<file path="config.mk">
export PLATFORM = sky130hd
export DESIGN_NAME = cpt_pacer_timer
export DESIGN_NICKNAME = d
export VERILOG_FILES = /design/src/cpt_pkg.sv /design/src/cpt_pacer_timer.sv
export SDC_FILE = /design/constraint.sdc
export NUM_CORES = 1
export LEC_CHECK = 0
export BUFFER_PORTS_ARGS = -buffer_cell sky130_fd_sc_hd__buf_2
export CAP_MARGIN = 20
export CORE_ASPECT_RATIO = 0.9
export CORE_MARGIN = 1
export CORE_UTILIZATION = 62
export DETAILED_ROUTE_END_ITERATION = 7
export PLACE_DENSITY_LB_ADDON = 0.12
export SLEW_MARGIN = 10
export SYNTH_ARGS = -nofsm -noshare
export SYNTH_HDL_FRONTEND = slang
export SYNTH_SLANG_ARGS = --single-unit
</file>
<file path="constraint.sdc">
create_clock -name i_clk -period 2.7 [get_ports i_clk]
set_input_delay 0.405 -clock i_clk [delete_from_list [all_inputs] [get_ports i_clk]]
set_output_delay 0.405 -clock i_clk [all_outputs]
set_load 0.05 [all_outputs]
</file>
<file path="src/cpt_pkg.sv">
/*
  constants of the cascaded pacer timer: port offsets, control byte
  fields, access and mode codes, reset values.
  assumes a byte-wide host i/o port decoded on the low four address bits.
*/
// Summary of operation
// - square wave, even count: subtract two per edge
// - square wave terminal count toggles output, reloads
// - odd count, output high: first step one
// - odd count, output low: first step three
// - software strobe: high, counts, one-period low pulse
// - software strobe: new count loads next clock
// - software strobe: gate low holds the count
// - hardware strobe: gate rise starts or restarts count
// - control byte routed by its counter select
// - low, high, or low-then-high byte access
// - read-back latches counts of selected counters
// - read-back latches status, next read returns it
// - latch command holds count, counting continues
// - status shows output, pending load, access, mode
// - trigger rate is source over divisor product
// - stage one output clocks stage two
// - disable bit high stops pacer triggers
// - control byte field layout
// - status byte field layout
package cpt_pkg;
  // port offsets
  localparam logic [3:0] OFS_STAGE0 = 4'hc; // reserved counter, reads zero
  localparam logic [3:0] OFS_STAGE1 = 4'hd;
  localparam logic [3:0] OFS_STAGE2 = 4'he;
  localparam logic [3:0] OFS_CTRL = 4'hf;
  // control byte field positions
  localparam int CW_SEL_LO = 6;
  localparam int CW_ACC_LO = 4;
  localparam int CW_MODE_LO = 1;
  localparam int CW_FMT = 0;
  localparam int RB_CNT = 5; // count_latch_n
  localparam int RB_STA = 4; // status_latch_n
  localparam int RB_SEL_LO = 1;
  // codes
  localparam logic [1:0] SEL_READBACK = 2'h3;
  localparam logic [1:0] ACC_LATCH = 2'h0;
  localparam logic [1:0] ACC_LO = 2'h1;
  localparam logic [1:0] ACC_HI = 2'h2;
  localparam logic [1:0] ACC_PAIR = 2'h3;
  localparam logic [1:0] MODE_SQUARE_LO = 2'h3; // mode x11
  localparam logic [2:0] MODE_HW = 3'h5;
  // reset values
  localparam logic [2:0] RST_MODE = 3'h4;
  localparam logic [1:0] RST_ACC = 2'h3;
  localparam logic [15:0] RST_COUNT = 16'h0000;
endpackage : cpt_pkg

</file>
<file path="src/cpt_pacer_timer.sv">
/*
  two cascaded 16-bit down counters pacing a/d triggers, with the
  control byte, byte-wise loading, count latch and status read-back.
  assumes source clock levels, gates and host strobes all synchronous
  to i_clk; source clocks well below half the i_clk rate.
*/
`timescale 1ns/10ps
`default_nettype none
module cpt_pacer_timer (
  input wire logic i_clk,
  input wire logic i_rst,
  input wire logic [3:0] i_addr, // host port offset
  input wire logic i_wr, // one-cycle write strobe
  input wire logic i_rd, // one-cycle read strobe
  input wire logic [7:0] i_wdata,
  output logic [7:0] o_rdata, // read byte, one cycle after i_rd
  input wire logic i_src_1mhz, // source clock level, slow
  input wire logic i_src_10mhz, // source clock level, fast
  input wire logic i_clock_select_jumper, // 1 selects fast source
  input wire logic i_gate_stage1,
  input wire logic i_gate_stage2,
  input wire logic i_pacer_disable,
  output logic o_stage1_out,
  output logic o_stage2_out,
  output logic o_pacer_trigger
);
  logic [2:1] out_w; // counter output levels
  logic [2:1] src_w; // counter clock levels
  logic [2:1] gate_w;
  logic [7:0] rbyte_w [1:2]; // byte each counter would return
  logic [7:0] rdata_r;
  logic trig_out_r;

  // stage one runs from the jumper-picked source, stage two from stage one
  assign src_w[1] = i_clock_select_jumper ? i_src_10mhz : i_src_1mhz;
  assign src_w[2] = out_w[1];
  assign gate_w = {i_gate_stage2, i_gate_stage1};

  genvar g;
  generate
    for (g = 1; g <= 2; g++) begin : gen_cnt
      localparam logic [3:0] PORT = (g == 1) ? cpt_pkg::OFS_STAGE1 : cpt_pkg::OFS_STAGE2;
      logic [2:0] mode_r; // programmed mode
      logic [1:0] acc_r; // programmed access kind
      logic fmt_r; // decimal counting flag, stored and reported
      logic [15:0] cr_r; // count register from host
      logic [15:0] ce_r; // counting element
      logic [15:0] ol_r; // hold register
      logic [7:0] st_r; // latched status
      logic ol_v_r; // hold register valid
      logic st_v_r; // status latched
      logic wr_hi_r; // next paired write is the high byte
      logic rd_hi_r; // next paired read is the high byte
      logic null_r; // count written but not yet loaded
      logic pend_r; // count waiting for the counting element
      logic has_r; // a count exists since programming
      logic run_r; // counting element active
      logic out_r;
      logic trig_r; // gate rise seen, waiting for a clock edge
      logic gate_q_r;
      logic src_q_r;
      logic tick;
      logic square;
      logic hwm;
      logic wsel;
      logic rsel;
      logic cw;
      logic cw_mine;
      logic rb_mine;
      logic [15:0] step;
      logic [15:0] rv;

      // falling edge of the counter clock is the counting event
      assign tick = src_q_r & ~src_w[g];
      assign square = (mode_r[1:0] == cpt_pkg::MODE_SQUARE_LO);
      assign hwm = (mode_r == cpt_pkg::MODE_HW);
      assign wsel = i_wr && (i_addr == PORT);
      assign rsel = i_rd && (i_addr == PORT);
      assign cw = i_wr && (i_addr == cpt_pkg::OFS_CTRL);
      // control byte goes only to the counter it names
      assign cw_mine = cw && (i_wdata[7:cpt_pkg::CW_SEL_LO] == 2'(g));
      assign rb_mine = cw && (i_wdata[7:cpt_pkg::CW_SEL_LO] == cpt_pkg::SEL_READBACK)
                       && i_wdata[cpt_pkg::RB_SEL_LO + g];
      assign out_w[g] = out_r;

      // amount taken off per counting event
      always_comb begin
        if (!square) begin
          step = 16'h0001;
        end else if (ce_r[0]) begin
          step = out_r ? 16'h0001 : 16'h0003;
        end else begin
          step = 16'h0002;
        end
      end

      // clock level history for edge detection
      always_ff @(posedge i_clk) begin
        if (i_rst) begin
          src_q_r <= 1'b0;
        end else begin
          src_q_r <= src_w[g];
        end
      end

      // counter state: counting, programming, loading, latching
      always_ff @(posedge i_clk) begin
        if (i_rst) begin
          mode_r <= cpt_pkg::RST_MODE;
          acc_r <= cpt_pkg::RST_ACC;
          fmt_r <= 1'b0;
          cr_r <= cpt_pkg::RST_COUNT;
          ce_r <= cpt_pkg::RST_COUNT;
          ol_r <= cpt_pkg::RST_COUNT;
          st_r <= 8'h00;
          ol_v_r <= 1'b0;
          st_v_r <= 1'b0;
          wr_hi_r <= 1'b0;
          rd_hi_r <= 1'b0;
          null_r <= 1'b0;
          pend_r <= 1'b0;
          has_r <= 1'b0;
          run_r <= 1'b0;
          out_r <= 1'b1;
          trig_r <= 1'b0;
          gate_q_r <= 1'b0;
        end else begin
          gate_q_r <= gate_w[g];
          // counting event
          if (tick) begin
            // strobe low lasts exactly one counter clock
            if (!out_r && !square) begin
              out_r <= 1'b1;
            end
            if (hwm ? (trig_r && has_r) : (pend_r && (!run_r || !square))) begin
              // load: hardware strobe on trigger, others on next edge unless a square wave is running
              ce_r <= cr_r;
              run_r <= 1'b1;
              pend_r <= 1'b0;
              null_r <= 1'b0;
              trig_r <= 1'b0;
            end else if (run_r && (gate_w[g] || hwm)) begin
              if (ce_r <= step) begin
                if (square) begin
                  // toggle and reload, picking up any new count
                  out_r <= ~out_r;
                  ce_r <= cr_r;
                  pend_r <= 1'b0;
                  null_r <= 1'b0;
                end else begin
                  // terminal count: one low pulse, then stop
                  ce_r <= ce_r - step;
                  out_r <= 1'b0;
                  run_r <= 1'b0;
                end
              end else begin
                ce_r <= ce_r - step;
              end
            end
          end
          // gate rise arms a hardware strobe, also while counting;
          // placed after the load so that a rise landing on the load edge
          // re-arms the strobe instead of being swallowed by the load clear
          if (gate_w[g] && !gate_q_r) begin
            trig_r <= 1'b1;
          end
          // mode programming, a write here beats a same-cycle load
          if (cw_mine && (i_wdata[5:cpt_pkg::CW_ACC_LO] != cpt_pkg::ACC_LATCH)) begin
            acc_r <= i_wdata[5:cpt_pkg::CW_ACC_LO];
            mode_r <= i_wdata[3:cpt_pkg::CW_MODE_LO];
            fmt_r <= i_wdata[cpt_pkg::CW_FMT];
            out_r <= 1'b1;
            run_r <= 1'b0;
            pend_r <= 1'b0;
            has_r <= 1'b0;
            trig_r <= 1'b0;
            wr_hi_r <= 1'b0;
            rd_hi_r <= 1'b0;
            ol_v_r <= 1'b0;
            null_r <= 1'b1;
          end
          // count write by access kind
          if (wsel) begin
            if (acc_r == cpt_pkg::ACC_LO) begin
              cr_r <= {8'h00, i_wdata};
              pend_r <= 1'b1;
              null_r <= 1'b1;
              has_r <= 1'b1;
            end else if (acc_r == cpt_pkg::ACC_HI) begin
              cr_r <= {i_wdata, 8'h00};
              pend_r <= 1'b1;
              null_r <= 1'b1;
              has_r <= 1'b1;
            end else if (!wr_hi_r) begin
              // low byte first, nothing committed yet
              cr_r[7:0] <= i_wdata;
              wr_hi_r <= 1'b1;
            end else begin
              cr_r[15:8] <= i_wdata;
              wr_hi_r <= 1'b0;
              pend_r <= 1'b1;
              null_r <= 1'b1;
              has_r <= 1'b1;
            end
          end
          // count latch by command or read-back, first latch holds
          if (((cw_mine && (i_wdata[5:cpt_pkg::CW_ACC_LO] == cpt_pkg::ACC_LATCH))
               || (rb_mine && !i_wdata[cpt_pkg::RB_CNT])) && !ol_v_r) begin
            ol_r <= ce_r;
            ol_v_r <= 1'b1;
          end
          // status latch from read-back
          if (rb_mine && !i_wdata[cpt_pkg::RB_STA] && !st_v_r) begin
            st_r <= {out_r, null_r, acc_r, mode_r, fmt_r};
            st_v_r <= 1'b1;
          end
          // read side effects: status first, then count bytes
          if (rsel) begin
            if (st_v_r) begin
              st_v_r <= 1'b0;
            end else if (acc_r == cpt_pkg::ACC_PAIR) begin
              rd_hi_r <= ~rd_hi_r;
              if (rd_hi_r) begin
                ol_v_r <= 1'b0;
              end
            end else begin
              ol_v_r <= 1'b0;
            end
          end
        end
      end

      // byte this counter returns: status, held or live count
      always_comb begin
        rv = ol_v_r ? ol_r : ce_r;
        if (st_v_r) begin
          rbyte_w[g] = st_r;
        end else if (acc_r == cpt_pkg::ACC_HI) begin
          rbyte_w[g] = rv[15:8];
        end else if ((acc_r == cpt_pkg::ACC_PAIR) && rd_hi_r) begin
          rbyte_w[g] = rv[15:8];
        end else begin
          rbyte_w[g] = rv[7:0];
        end
      end
    end
  endgenerate

  // read data register, control and reserved ports read zero
  always_ff @(posedge i_clk) begin
    if (i_rst) begin
      rdata_r <= 8'h00;
    end else if (i_rd) begin
      if (i_addr == cpt_pkg::OFS_STAGE1) begin
        rdata_r <= rbyte_w[1];
      end else if (i_addr == cpt_pkg::OFS_STAGE2) begin
        rdata_r <= rbyte_w[2];
      end else begin
        rdata_r <= 8'h00;
      end
    end
  end

  // trigger to the converter, gated by the disable bit
  always_ff @(posedge i_clk) begin
    if (i_rst) begin
      trig_out_r <= 1'b0;
    end else begin
      trig_out_r <= out_w[2] & ~i_pacer_disable;
    end
  end

  assign o_rdata = rdata_r;
  assign o_stage1_out = gen_cnt[1].out_r;
  assign o_stage2_out = gen_cnt[2].out_r;
  assign o_pacer_trigger = trig_out_r;
endmodule : cpt_pacer_timer
`default_nettype wire

</file>
# After elaboration in Yosys (flattened, before gate mapping)
# Cells that the tools add are included.
[word_totals]
reg_bits = 157
wordCells = 298
[classes]
eq_ne = 20
reduce_logical = 78
order_cmp = 2
n_mux = 145
add_sub_neg = 2
bitwise_logic = 9
[ops]
columns = ["operator", "n"]
rows = [
  ["16-bit two-way mux", 14],
  ["1-bit two-way mux", 113],
  ["8-bit two-way mux", 12],
  ["1-bit logical AND", 34],
  ["16-bit <= comparator", 2],
  ["16-bit subtractor", 2],
  ["2-bit nonzero test", 9],
  ["2-bit equality test, second input constant", 8],
  ["2-bit AND reduction", 8],
  ["1-bit logical NOT", 14],
  ["4-bit equality test, second input constant", 3],
  ["2-bit two-way mux", 6],
  ["4-bit AND reduction", 2],
  ["2-bit by 1-bit equality test with 1-bit output, second input constant", 3],
  ["3-bit equality test, second input constant", 2],
  ["1-bit logical OR", 6],
  ["3-bit by 1-bit inequality test with 1-bit output, second input constant", 2],
  ["1-bit inverter", 6],
  ["3-bit nonzero test", 2],
  ["2-bit by 1-bit inequality test with 1-bit output, second input constant", 2],
  ["2-bit OR reduction", 2],
  ["1-bit bitwise AND", 3],
  ["2-bit logical NOT", 1],
]

# Depth between registers and ports, before layout
# Gate-level depths: netlist of the first run.
[logic_depth]
ltp_word = 13
depth_mapped = 12
mapped_depth_nobuf = 11

# Worst setup path after synthesis of the first run
# Ideal clock, no wire load.
[synth_path]
kind = "register to register"
start = "reg gen_cnt[2].out_r (netlist: o_stage2_out)"
end = "reg gen_cnt[2].ce_r[14]"
path_stages_with_launch = 11
arrival_time_ps = 2285
setup_ps = 130
setup_slack_ps = 285
n_path_buf = 1
required_time_ps = 2570
cell_sequence = "dfxtp_1 nand2_1 nand2_1 inv_1 fa_1 o21bai_1 nor4_2 nor2_1 clkbuf_1 mux2i_1 o32ai_1"
[synth_via]
elab_chain_len = 8
word_cells_on_any_way = 9
classes_between = "1 x add/sub; 1 x order compare; 7 x mux"
[synth_lines]
columns = ["element", "line_no", "text"]
rows = [
  ["from (decl)", "cpt_pacer_timer.sv:58", "logic out_r;"],
  ["from (signal assigned)", "cpt_pacer_timer.sv:146", "out_r <= ~out_r;"],
  ["2-bit two-way mux (*)", "cpt_pacer_timer.sv:91", "step = out_r ? 16'h0001 : 16'h0003;"],
  ["2-bit two-way mux (*)", "cpt_pacer_timer.sv:90", "end else if (ce_r[0]) begin"],
  ["2-bit two-way mux (*)", "cpt_pacer_timer.sv:88", "if (!square) begin"],
  ["16-bit subtractor", "cpt_pacer_timer.sv:152, cpt_pacer_timer.sv:157", ""],
  ["16-bit two-way mux", "cpt_pacer_timer.sv:144", "if (square) begin"],
  ["16-bit two-way mux (*)", "cpt_pacer_timer.sv:143", "if (ce_r <= step) begin"],
  ["16-bit two-way mux (*)", "cpt_pacer_timer.sv:142", "end else if (run_r && (gate_w[g] || hwm)) begin"],
  ["16-bit two-way mux (*)", "cpt_pacer_timer.sv:135", "if (hwm ? (trig_r && has_r) : (pend_r && (!run_r || !square))) begin"],
  ["to (signal assigned)", "cpt_pacer_timer.sv:137", "ce_r <= cr_r;"],
  ["to (signal assigned)", "cpt_pacer_timer.sv:147", "ce_r <= cr_r;"],
  ["to (signal assigned)", "cpt_pacer_timer.sv:152", "ce_r <= ce_r - step;"],
  ["to (decl)", "cpt_pacer_timer.sv:47", "logic [15:0] ce_r;"],
]
# Mark *: on every way between the ends. The rest lies on a longest branch, timed or not. The select of a mux whose other input is x is not followed.
# A chain may end at the register's enable or synchronous reset.

# Worst setup path after layout of the first run
[layout_path]
start = "reg gen_cnt[1].mode_r[0]"
end = "reg gen_cnt[1].ce_r[12]"
[layout_via]
elab_chain_len = 7
word_cells_on_any_way = 17
classes_between = "1 x add/sub; 1 x order compare; 2 x eq/ne; 6 x mux; 7 x reduce/logical"
[layout_lines]
columns = ["element", "line_no", "text"]
rows = [
  ["from (decl)", "cpt_pacer_timer.sv:43", "logic [2:0] mode_r;"],
  ["from (signal assigned)", "cpt_pacer_timer.sv:109", "mode_r <= cpt_pkg::RST_MODE;"],
  ["from (signal assigned)", "cpt_pacer_timer.sv:170", "mode_r <= i_wdata[3:cpt_pkg::CW_MODE_LO];"],
  ["2-bit equality test", "cpt_pacer_timer.sv:75", "assign square = (mode_r[1:0] == cpt_pkg::MODE_SQUARE_LO);"],
  ["2-bit two-way mux / 1-bit logical NOT (equally long branches)", "cpt_pacer_timer.sv:88, cpt_pacer_timer.sv:135", ""],
  ["16-bit subtractor / 1-bit logical OR (equally long branches)", "cpt_pacer_timer.sv:152, cpt_pacer_timer.sv:157, cpt_pacer_timer.sv:135", ""],
  ["16-bit two-way mux / 1-bit logical AND (equally long branches)", "cpt_pacer_timer.sv:144, cpt_pacer_timer.sv:135", ""],
  ["16-bit two-way mux / 1-bit two-way mux (equally long branches)", "cpt_pacer_timer.sv:143, cpt_pacer_timer.sv:135", ""],
  ["16-bit two-way mux / 2-bit nonzero test (equally long branches)", "-", ""],
  ["16-bit two-way mux / 2-bit AND reduction (equally long branches)", "-", ""],
  ["to (signal assigned)", "cpt_pacer_timer.sv:137", ""],
  ["to (signal assigned)", "cpt_pacer_timer.sv:147", ""],
  ["to (signal assigned)", "cpt_pacer_timer.sv:152", ""],
  ["to (decl)", "cpt_pacer_timer.sv:47", ""],
]
# Parallel ways exist; a longest one is shown, timed or not. The select of a mux whose other input is x is not followed.

==> impl_metrics.yaml, run 1 <==
outcome:
  status: "finished, final reports clean"
placed_design:
  placed_area_um2: 7960
  placedCellCount: 1001
  io_buffers: 32
  globalplace.congestion: 0.934
  hpwl_um: 14000
  dp_slack_ps: 254
synthesis:
  ys_ff_latch: 157
  synth_top_family_by_area: "simple AND/OR/NAND/NOR gates"
  syn_area_um2: 7560
  synth.net_count: 864
  synth_compound_area_share_pct: 17.8
  synth.top_cell.area_share_pct: 41.6
  async_reset_ff_share_pct: 0
  synth-warning-count: 0
  ys_types: 68
  synth_fa_ha_area_share_pct: 1.19
  synth_flop_cell: "dfxtp_1"
  ys_top_cells_by_area: "dfxtp_1, mux2i_1, a21oi_1"
  synth_edf_count: 0
  yosysTopAreaCell: "dfxtp_1"
  yosys.area_share.simple_pct: 18.6
  yosys.area_share.xor_xnor_pct: 0.695
  seq_area_frac_synth_pct: 41.6
  synth.avg_cell_area_um2: 9.04
  synth_cells: 836
  synthMuxAreaShare_pct: 14.9
sta:
  layout_worst_path_cycle_share_pct: 92.9
  finalSetupViolations: 0
  fin_crit_ps: 2510
  hold_slack_ps: 140
  worst_pin_slew_ps: 918
  setup_ws_ps: 193
  finalMaxSlewViolations: 0
  rsz0062_at_grt: "false"
  slew_headroom_pct: 38.4
  final_hold_viol_count: 0
  fmax_ghz: 0.399
  fin_skew_ps: 9.80
  fin_tns_setup_ps: 0
cells_and_area:
  layout.area.seq_um2: 3140
  nFillCells: 876
  multi_input_area_um2: 4020
  finish.instance_area_um2: 8590
  area_growth_pct: 13.7
  layout_common_cells: "dfxtp_1, nor2_1, a21oi_1, mux2i_1, nand2_1"
  layout_commonest_cell: "dfxtp_1"
  nNetsFinal: 892
  n_antenna_cell: 0
  final_cells: 1033
  fin_util_pct: 73.7
  drive_gt1_share_pct: 14.6
critical_path:
  start_kind: "flop"
  cp.arrival_ps: 2820
  cp.required_ps: 3010
  critPathCaptureType: "flop"
  cp_max_fo: 9
  criticalPathCategory: "flop to flop"
  r2r_setup_slack_ps: 190
clock_tree:
  clockBufferDepth: 2
  cts-hold-fix-buffers: 0
  postCtsSetupRepairBufs: 0
  clock-sinks: 157
  cts_tree: "done"
  clk_pin_slew_ps: 60
  cts_root_buffer: "clkbuf_16"
  clk_latency_ps: 440
  htree_levels: 4
  cts_made_buffers: 17
  postCtsResizedCells: 0
pwr:
  p_total_mw: 5.10
  power_density_nw_per_um2: 594
  leakage_nw: 3.45
  irDropWorstVdd_uv: 446
route:
  antenna_left: 0
  routed_wl_um: 20300
  drtPass1Iterations: 5
  via_per_inst: 6.37
  vias: 6580
  drtIter0Drc: 827
  post_drt_wl_per_cell_um: 19.6
  drc: 0
floorplan:
  initial_core_util_pct: 64.8
  die_area_um2: 12600
  core_area_um2: 11700
  io-pin-count: 33
  die_y_um: 107
  die_width_um: 118
  fp-row-count: 37
global_routing:
  grt_first_pass_wirelength_um: 32400
  grt_pass1_vias: 6153
  grt-ovfl-total: 0
  grt_use_total_pct: 33.3
  antenna_found_initial: 0
  grt_max_degree: 43
min_path:
  hold_class: "input port to flop"
job:
  cap_violations: 0
[path summary, 6_finish.rpt]
check / endpoint / from / depth (start not counted)
max: gen_cnt[1].ce_r[12]$_SDFFE_PP0P_ / gen_cnt[1].mode_r[0]$_SDFFE_PP0P_ / 10
min: o_pacer_trigger$_SDFF_PP0_ / i_pacer_disable / 2
max reg2reg: gen_cnt[1].ce_r[12]$_SDFFE_PP0P_ / gen_cnt[1].mode_r[0]$_SDFFE_PP0P_ / 10
min reg2reg: gen_cnt[2].cr_r[7]$_SDFFE_PP0P_ / gen_cnt[2].cr_r[7]$_SDFFE_PP0P_ / 2
[routing by layer]
layer,track usage [%],up-vias,wire [um]
met5,0,-,0
met4,12.9,0,448
met3,7.93,38,1860
met2,50.5,298,9000
met1,46.0,3152,8950
li1,-,3092,-
[report_power, final]
part	total [mW]	switching, mW	internal (mW)
logic	0.183	0.133	0.0492
registers	2.35	0.0117	2.33
clock network	2.58	0.996	1.58
[logic make-up after synthesis]
| kind of cell | after synthesis |
|---|---|
| buf+inv | 99 |
| fa+ha+maj | 6 |
| xor+xnor | 6 |
| compound gates | 196 |
| flops | 157 |
| mux | 92 |
| simple gates | 280 |
[synth_stat cells (all sizes together), types with 3 or more instances]
cell type and number:
and3 3, clkbuf 41, inv 42, o21ai 11, a21oi 77, nor2b 16
ha 4, a21o 7, o32ai 26, xor2 3, xnor2 3, a311oi 8
nand3 25, nor4 5, or3 13, a211oi 3, nand2b 4, nor2 91
mux4 16, buf 16, a221o 3, mux2i 76, nand3b 5, a31oi 4
nand2 67, nor3 17, or4 4, dfxtp 157, nor3b 5, or2 5
a22oi 14, a22o 16, o211ai 9, and2 6, nand4 7, o21a 4
a211o 3
[area by class of cell]
class / count / share of cell area [%]
timing repair buffer: 66 / 5.15
inverter: 42 / 1.83
clock inverter: 12 / 2.18
multi-input combinational: 580 / 46.8
tap: 156 / 2.27
sequential: 157 / 36.6
clock buffer: 20 / 5.20
[state kept, by name, indices dropped and copies added (netlist names), 4 cells and up]
signal / count
gen_cnt.ce_r: 32
gen_cnt.cr_r: 32
gen_cnt.ol_r: 32
gen_cnt.st_r: 16
o_rdata: 8
gen_cnt.mode_r: 6
gen_cnt.acc_r: 4
[critical path, stage by stage, from the launching register on]
cell     delay, ps
dfxtp_1        470
nand2_1        110
a21o_1         180
inv_1           60
fa_1           200
nor2b_1        280
and2_1         280
nand3_1        200
or3_1          370
a21oi_1        150
o32ai_1         90
No activity file was read; power rests on OpenSTA's default activity.
==> inputs of run 2 (changes only) <==
Settings changed: CORE_UTILIZATION 62 to 50.
==> run 2 against run 1 <==
  * First-iteration DRC count decreased by 28%
  * Combinational power is essentially flat
  * Power shrank 1.7%
  * Critical path depth stayed put
  * Flip-flop and latch count did not move
  * Maximum frequency fell by 0.87%
  * Final cell count is 4.0% higher
  * Sequential power about the same
  * Clock power shrank 3%
  * Critical endpoint unchanged
==> impl_metrics.yaml, run 2 (synthesized netlist as in run 1, its figures left out) <==
floorplan:
  core_area_um2: 14700
  initial_core_util_pct: 51.4
  fp-row-count: 42
  io-pin-count: 33
  die_area_um2: 15600
  die_width_um: 132
  die_y_um: 119
min_path:
  holdPathStages: 2
  min_from: "i_pacer_disable"
  hold_class: "input port to flop"
sta:
  fin_skew_ps: 6.03
  layout_worst_path_cycle_share_pct: 93.7
  fin_tns_setup_ps: 0
  finalSetupViolations: 0
  fin_crit_ps: 2530
  slew_headroom_pct: 36.7
  worst_pin_slew_ps: 943
  final_hold_viol_count: 0
  fmax_ghz: 0.395
  rsz0062_at_grt: "false"
  finalMaxSlewViolations: 0
pwr:
  power_switching_mw: 1.09
  seqPwrFrac_pct: 46.8
  internal_power_mw: 3.92
  leakage_nw: 3.43
  power_density_nw_per_um2: 582
  clkPwrFrac_pct: 49.6
  irDropWorstVdd_uv: 425
  netSwitchingFraction_pct: 21.8
  combPwrFrac_pct: 3.6
critical_path:
  cp_top_family: "simple AND/OR/NAND/NOR gates"
  critPathCaptureType: "flop"
  criticalPathCategory: "flop to flop"
  r2r-start: "gen_cnt[1].mode_r[1]$_SDFFE_PP0P_"
  cp.required_ps: 2950
  crit_start: "gen_cnt[1].mode_r[1]$_SDFFE_PP0P_"
  cp_max_fo: 8
  cp.arrival_ps: 2780
  critical_path_depth: 10
  crit_path_end: "gen_cnt[1].ce_r[12]$_SDFFE_PP0P_"
  worst_path_largest_cell_delay_ps: 440
  r2r_cells: 10
  path_cells: "nand2_1 -> a21o_1 -> inv_1 -> fa_1 -> nor2b_1 -> and2_1 -> nand3_1 -> or3_1 -> a21oi_1 -> o32ai_1"
  r2r_end: "gen_cnt[1].ce_r[12]$_SDFFE_PP0P_"
  start_kind: "flop"
  crit_path_top_delay_cell: "dfxtp_1"
  r2r_setup_slack_ps: 170
  cp.buffers_inverters: 1
route:
  met3_length_um: 1400
  wirelength_met1_um: 9920
  routed_wl_um: 20200
  drtIter0Drc: 597
  top_layer: "met4"
  antenna_left: 0
  wl_met2_um: 8600
  vias: 6386
  drc: 0
  post_drt_wl_per_cell_um: 18.8
  via_per_inst: 5.95
  drtPass1Iterations: 5
cells_and_area:
  area_growth_pct: 14.0
  largestRegisters: "gen_cnt.ce_r x32, gen_cnt.cr_r x32, gen_cnt.ol_r x32"
  finish.instance_area_um2: 8620
  drive_gt1_share_pct: 14.5
  layout_commonest_cell: "dfxtp_1"
  layout_common_cells: "dfxtp_1, nor2_1, a21oi_1, mux2i_1, nand2_1"
  nNetsFinal: 892
  n_antenna_cell: 0
  nFillCells: 1323
clock_tree:
  clock-sinks: 157
  htree_levels: 4
  cts_made_buffers: 17
  clockBufferDepth: 2
  cts_root_buffer: "clkbuf_16"
  clk_latency_ps: 420
  cts_tree: "done"
  clk_pin_slew_ps: 60
outcome:
  status: "finished, final reports clean"
placed_design:
  globalplace.congestion: 0.896
  hpwl_um: 14300
  placed_area_um2: 8010
  io_buffers: 32
global_routing:
  grt-ovfl-total: 0
  antenna_found_initial: 0
  grt_max_degree: 53
  grt_pass1_vias: 5886
  grt_first_pass_wirelength_um: 32300
  grt_use_total_pct: 27.0
job:
  cap_violations: 0
-- run 2: changes by cell type in the layout (fill, tap and decap cells not counted), sizes merged --
cell,delta
inv,-1
clkinvlp,+2
clkinv,-2
-- run 2: per-stage QoR --
step / setup WS, ps / util [%] / power (mW) / std cells / hold WS [ps]
floorplan: 285 / - / 2.51 / 836 / 430
global placement: 313 / 54.5 / 2.57 / 1043 / 445
detailed placement: 215 / 54.5 / 2.58 / 1043 / 451
CTS: 187 / 58.6 / 5.04 / 1074 / 131
global route: 4.83 / 58.6 / 5.16 / 1074 / 141
finish: 171 / 58.6 / 5.02 / 1074 / 143
-- run 2: worst min-delay path by stage --
stage,endpoint,slack (ps)
2_1_floorplan,gen_cnt[2].cr_r[0]$_SDFFE_PP0P_,430
3_3_place_gp,gen_cnt[1].fmt_r$_SDFFE_PP0P_,440
3_5_place_dp,gen_cnt[1].fmt_r$_SDFFE_PP0P_,450
4_1_cts,o_pacer_trigger$_SDFF_PP0_,130
5_1_grt,o_pacer_trigger$_SDFF_PP0_,140
6_report,o_pacer_trigger$_SDFF_PP0_,140
-- run 2: per-layer routing --
metal  vias up  GRT usage, %
met3        21          6.35
met5         -             0
met1      3057          39.8
met2       219          38.6
li1       3089             -
met4         0          7.78
-- run 2: power by group through the flow --
stage / combinational [mW] / sequential, mW / clock, mW
global route: 0.197 / 2.35 / 2.62
global placement: 0.177 / 2.40 / 0
CTS: 0.181 / 2.35 / 2.52
detailed placement: 0.180 / 2.40 / 0
floorplan: 0.0944 / 2.41 / 0
finish: 0.182 / 2.35 / 2.49
-- run 2: what timing repair did --
action | in CTS | in global routing
endpoints found under the setup margin | 0 | 3
buffers inserted | 0 | 0
resized for setup | 0 | 1
hold buffers | 0 | 0
-- run 2: layout make-up --
class	instances	area, um^2	area share [%]
Clock inverter	11	169	1.96
Clock buffer	20	437	5.07
Timing Repair Buffer	66	443	5.14
Sequential cell	157	3140	36.5
Tap cell	198	248	2.87
Inverter	42	158	1.83
Multi-Input combinational cell	580	4020	46.7
-- run 2: worst register-to-register path: stages, from the launching register on --
cell and delay [ps]:
dfxtp_1 440, nand2_1 110, a21o_1 180, inv_1 80, fa_1 210, nor2b_1 250, and2_1 290, nand3_1 220
or3_1 350, a21oi_1 140, o32ai_1 90
==> inputs of run 3 (changes only) <==
Settings changed: CELL_PAD_IN_SITES_DETAIL_PLACEMENT from default to 1, CELL_PAD_IN_SITES_GLOBAL_PLACEMENT from default to 1, CORE_UTILIZATION 50 to 48.
==> run 3 against run 2 <==
  * Sequential power about the same
  * Die area increased by 4.1%
  * Clock power decreased by 4%
  * First-iteration DRC count decreased by 5.2%
  * Routed wire length increased by 20%
  * Power decreased by 1.6%
  * Critical path type unchanged
  * Critical endpoint is now gen_cnt[2].ce_r[5]$_SDFFE_PP0P_
==> impl_metrics.yaml, run 3 (synthesized netlist as in run 1, its figures left out) <==
outcome:
  status: "finished, final reports clean"
cells_and_area:
  finish.instance_area_um2: 8670
  fin_util_pct: 56.4
  drive_gt1_share_pct: 16.0
  final_cells: 1086
  area_growth_pct: 14.7
  largestRegisters: "gen_cnt.ce_r x32, gen_cnt.cr_r x32, gen_cnt.ol_r x32"
  n_antenna_cell: 0
  layout_common_cells: "dfxtp_1, nor2_1, a21oi_1, mux2i_1, nand2_1"
  nNetsFinal: 899
  layout_commonest_cell: "dfxtp_1"
  nFillCells: 1794
sta:
  setup_ws_ps: 103
  slew_headroom_pct: 38.2
  final_hold_viol_count: 0
  worst_pin_slew_ps: 921
  fin_skew_ps: 6.27
  fin_tns_setup_ps: 0
  fin_crit_ps: 2600
  hold_slack_ps: 133
  layout_worst_path_cycle_share_pct: 96.2
  finalMaxSlewViolations: 0
  fmax_ghz: 0.385
  finalSetupViolations: 0
route:
  vias: 6748
  antenna_left: 0
  via_per_inst: 6.21
  routed_wl_um: 24300
  drtIter0Drc: 566
  drtPass1Iterations: 5
  post_drt_wl_per_cell_um: 22.4
  drc: 0
global_routing:
  grt_pass1_vias: 6781
  grt_first_pass_wirelength_um: 38200
  grt_use_total_pct: 31.1
  antenna_found_initial: 0
  grt-ovfl-total: 0
  grt_max_degree: 63
clock_tree:
  clock-sinks: 157
  cts_tree: "done"
  clk_pin_slew_ps: 70
  cts_made_buffers: 17
  cts_root_buffer: "clkbuf_16"
  clk_latency_ps: 430
  clockBufferDepth: 2
  htree_levels: 4
pwr:
  irDropWorstVdd_uv: 440
  leakage_nw: 3.46
  p_total_mw: 4.94
  power_density_nw_per_um2: 569
critical_path:
  criticalPathCategory: "flop to flop"
  worst_path_largest_cell_delay_ps: 440
  cp.arrival_ps: 2900
  cp_top_family: "compound AO/OA/AOI/OAI gates"
  cp.buffers_inverters: 2
  crit_path_top_delay_cell: "dfxtp_1"
  cp_max_fo: 13
  cp.required_ps: 3010
  path_cells: "nand2_1 -> inv_1 -> nand2_1 -> ha_1 -> ha_1 -> o21bai_2 -> nor4_4 -> nor2_2 -> buf_4 -> a21oi_1 -> o32ai_1"
  critPathCaptureType: "flop"
  start_kind: "flop"
placed_design:
  io_buffers: 32
  dp_slack_ps: -19.2
  hpwl_um: 17300
  placed_area_um2: 8060
  globalplace.congestion: 0.893
  placedCellCount: 1052
floorplan:
  initial_core_util_pct: 49.1
  die_y_um: 121
  die_area_um2: 16300
  io-pin-count: 33
  die_width_um: 134
  fp-row-count: 43
  core_area_um2: 15400
min_path:
  hold_class: "input port to flop"
job:
  cap_violations: 0
## run 3: cell types whose count changed in the layout (fill, tap and decap cells not counted), moves of 2 or more
cell | previous run | this run
buf_4 | 33 | 40
clkbuf_1 | 3 | 0
bufinv_16 | 4 | 2
inv_6 | 0 | 2
clkinv_2 | 2 | 4
## run 3: path summary, 6_finish.rpt
path / start / end / slack [ps] / depth (start not counted)
worst max-delay path: gen_cnt[2].mode_r[1]$_SDFFE_PP0P_ / gen_cnt[2].ce_r[5]$_SDFFE_PP0P_ / 100 / 11
worst min register to register: gen_cnt[1].fmt_r$_SDFFE_PP0P_ / gen_cnt[1].fmt_r$_SDFFE_PP0P_ / 460 / 2
worst max register to register: gen_cnt[2].mode_r[1]$_SDFFE_PP0P_ / gen_cnt[2].ce_r[5]$_SDFFE_PP0P_ / 100 / 11
worst min-delay path: i_pacer_disable / o_pacer_trigger$_SDFF_PP0_ / 130 / 2
## run 3: layer usage
layer	part of all wire [%]	track usage [%]	up-vias
met5	0	0	-
met4	1.9	9.41	0
met3	6.3	6.64	36
met2	46	48.4	227
met1	46	43.0	3379
li1	-	-	3106
## run 3: timing repair
action | 4_1_cts | 5_1_grt
hold buffers | 0 | 0
setup buffers | 2 | 0
setup endpoints to repair | 1 | 17
pin swaps | 1 | 0
cloned | 0 | 0
gates resized for setup | 0 | 4
## run 3: final cells by class
class | instances | area, um^2 | area share, %
clock buffers | 18 | 439 | 5.06
clock inverters | 14 | 144 | 1.66
inverters | 42 | 158 | 1.82
multi-input cells | 580 | 4040 | 46.6
flip-flops and latches | 157 | 3140 | 36.3
well taps | 202 | 253 | 2.91
repair buffers | 73 | 495 | 5.71
## run 3: power by group
part,switching (mW),internal [mW],total [mW]
combinational,0.138,0.0494,0.188
sequential,0.0123,2.33,2.35
clock,1.02,1.38,2.40
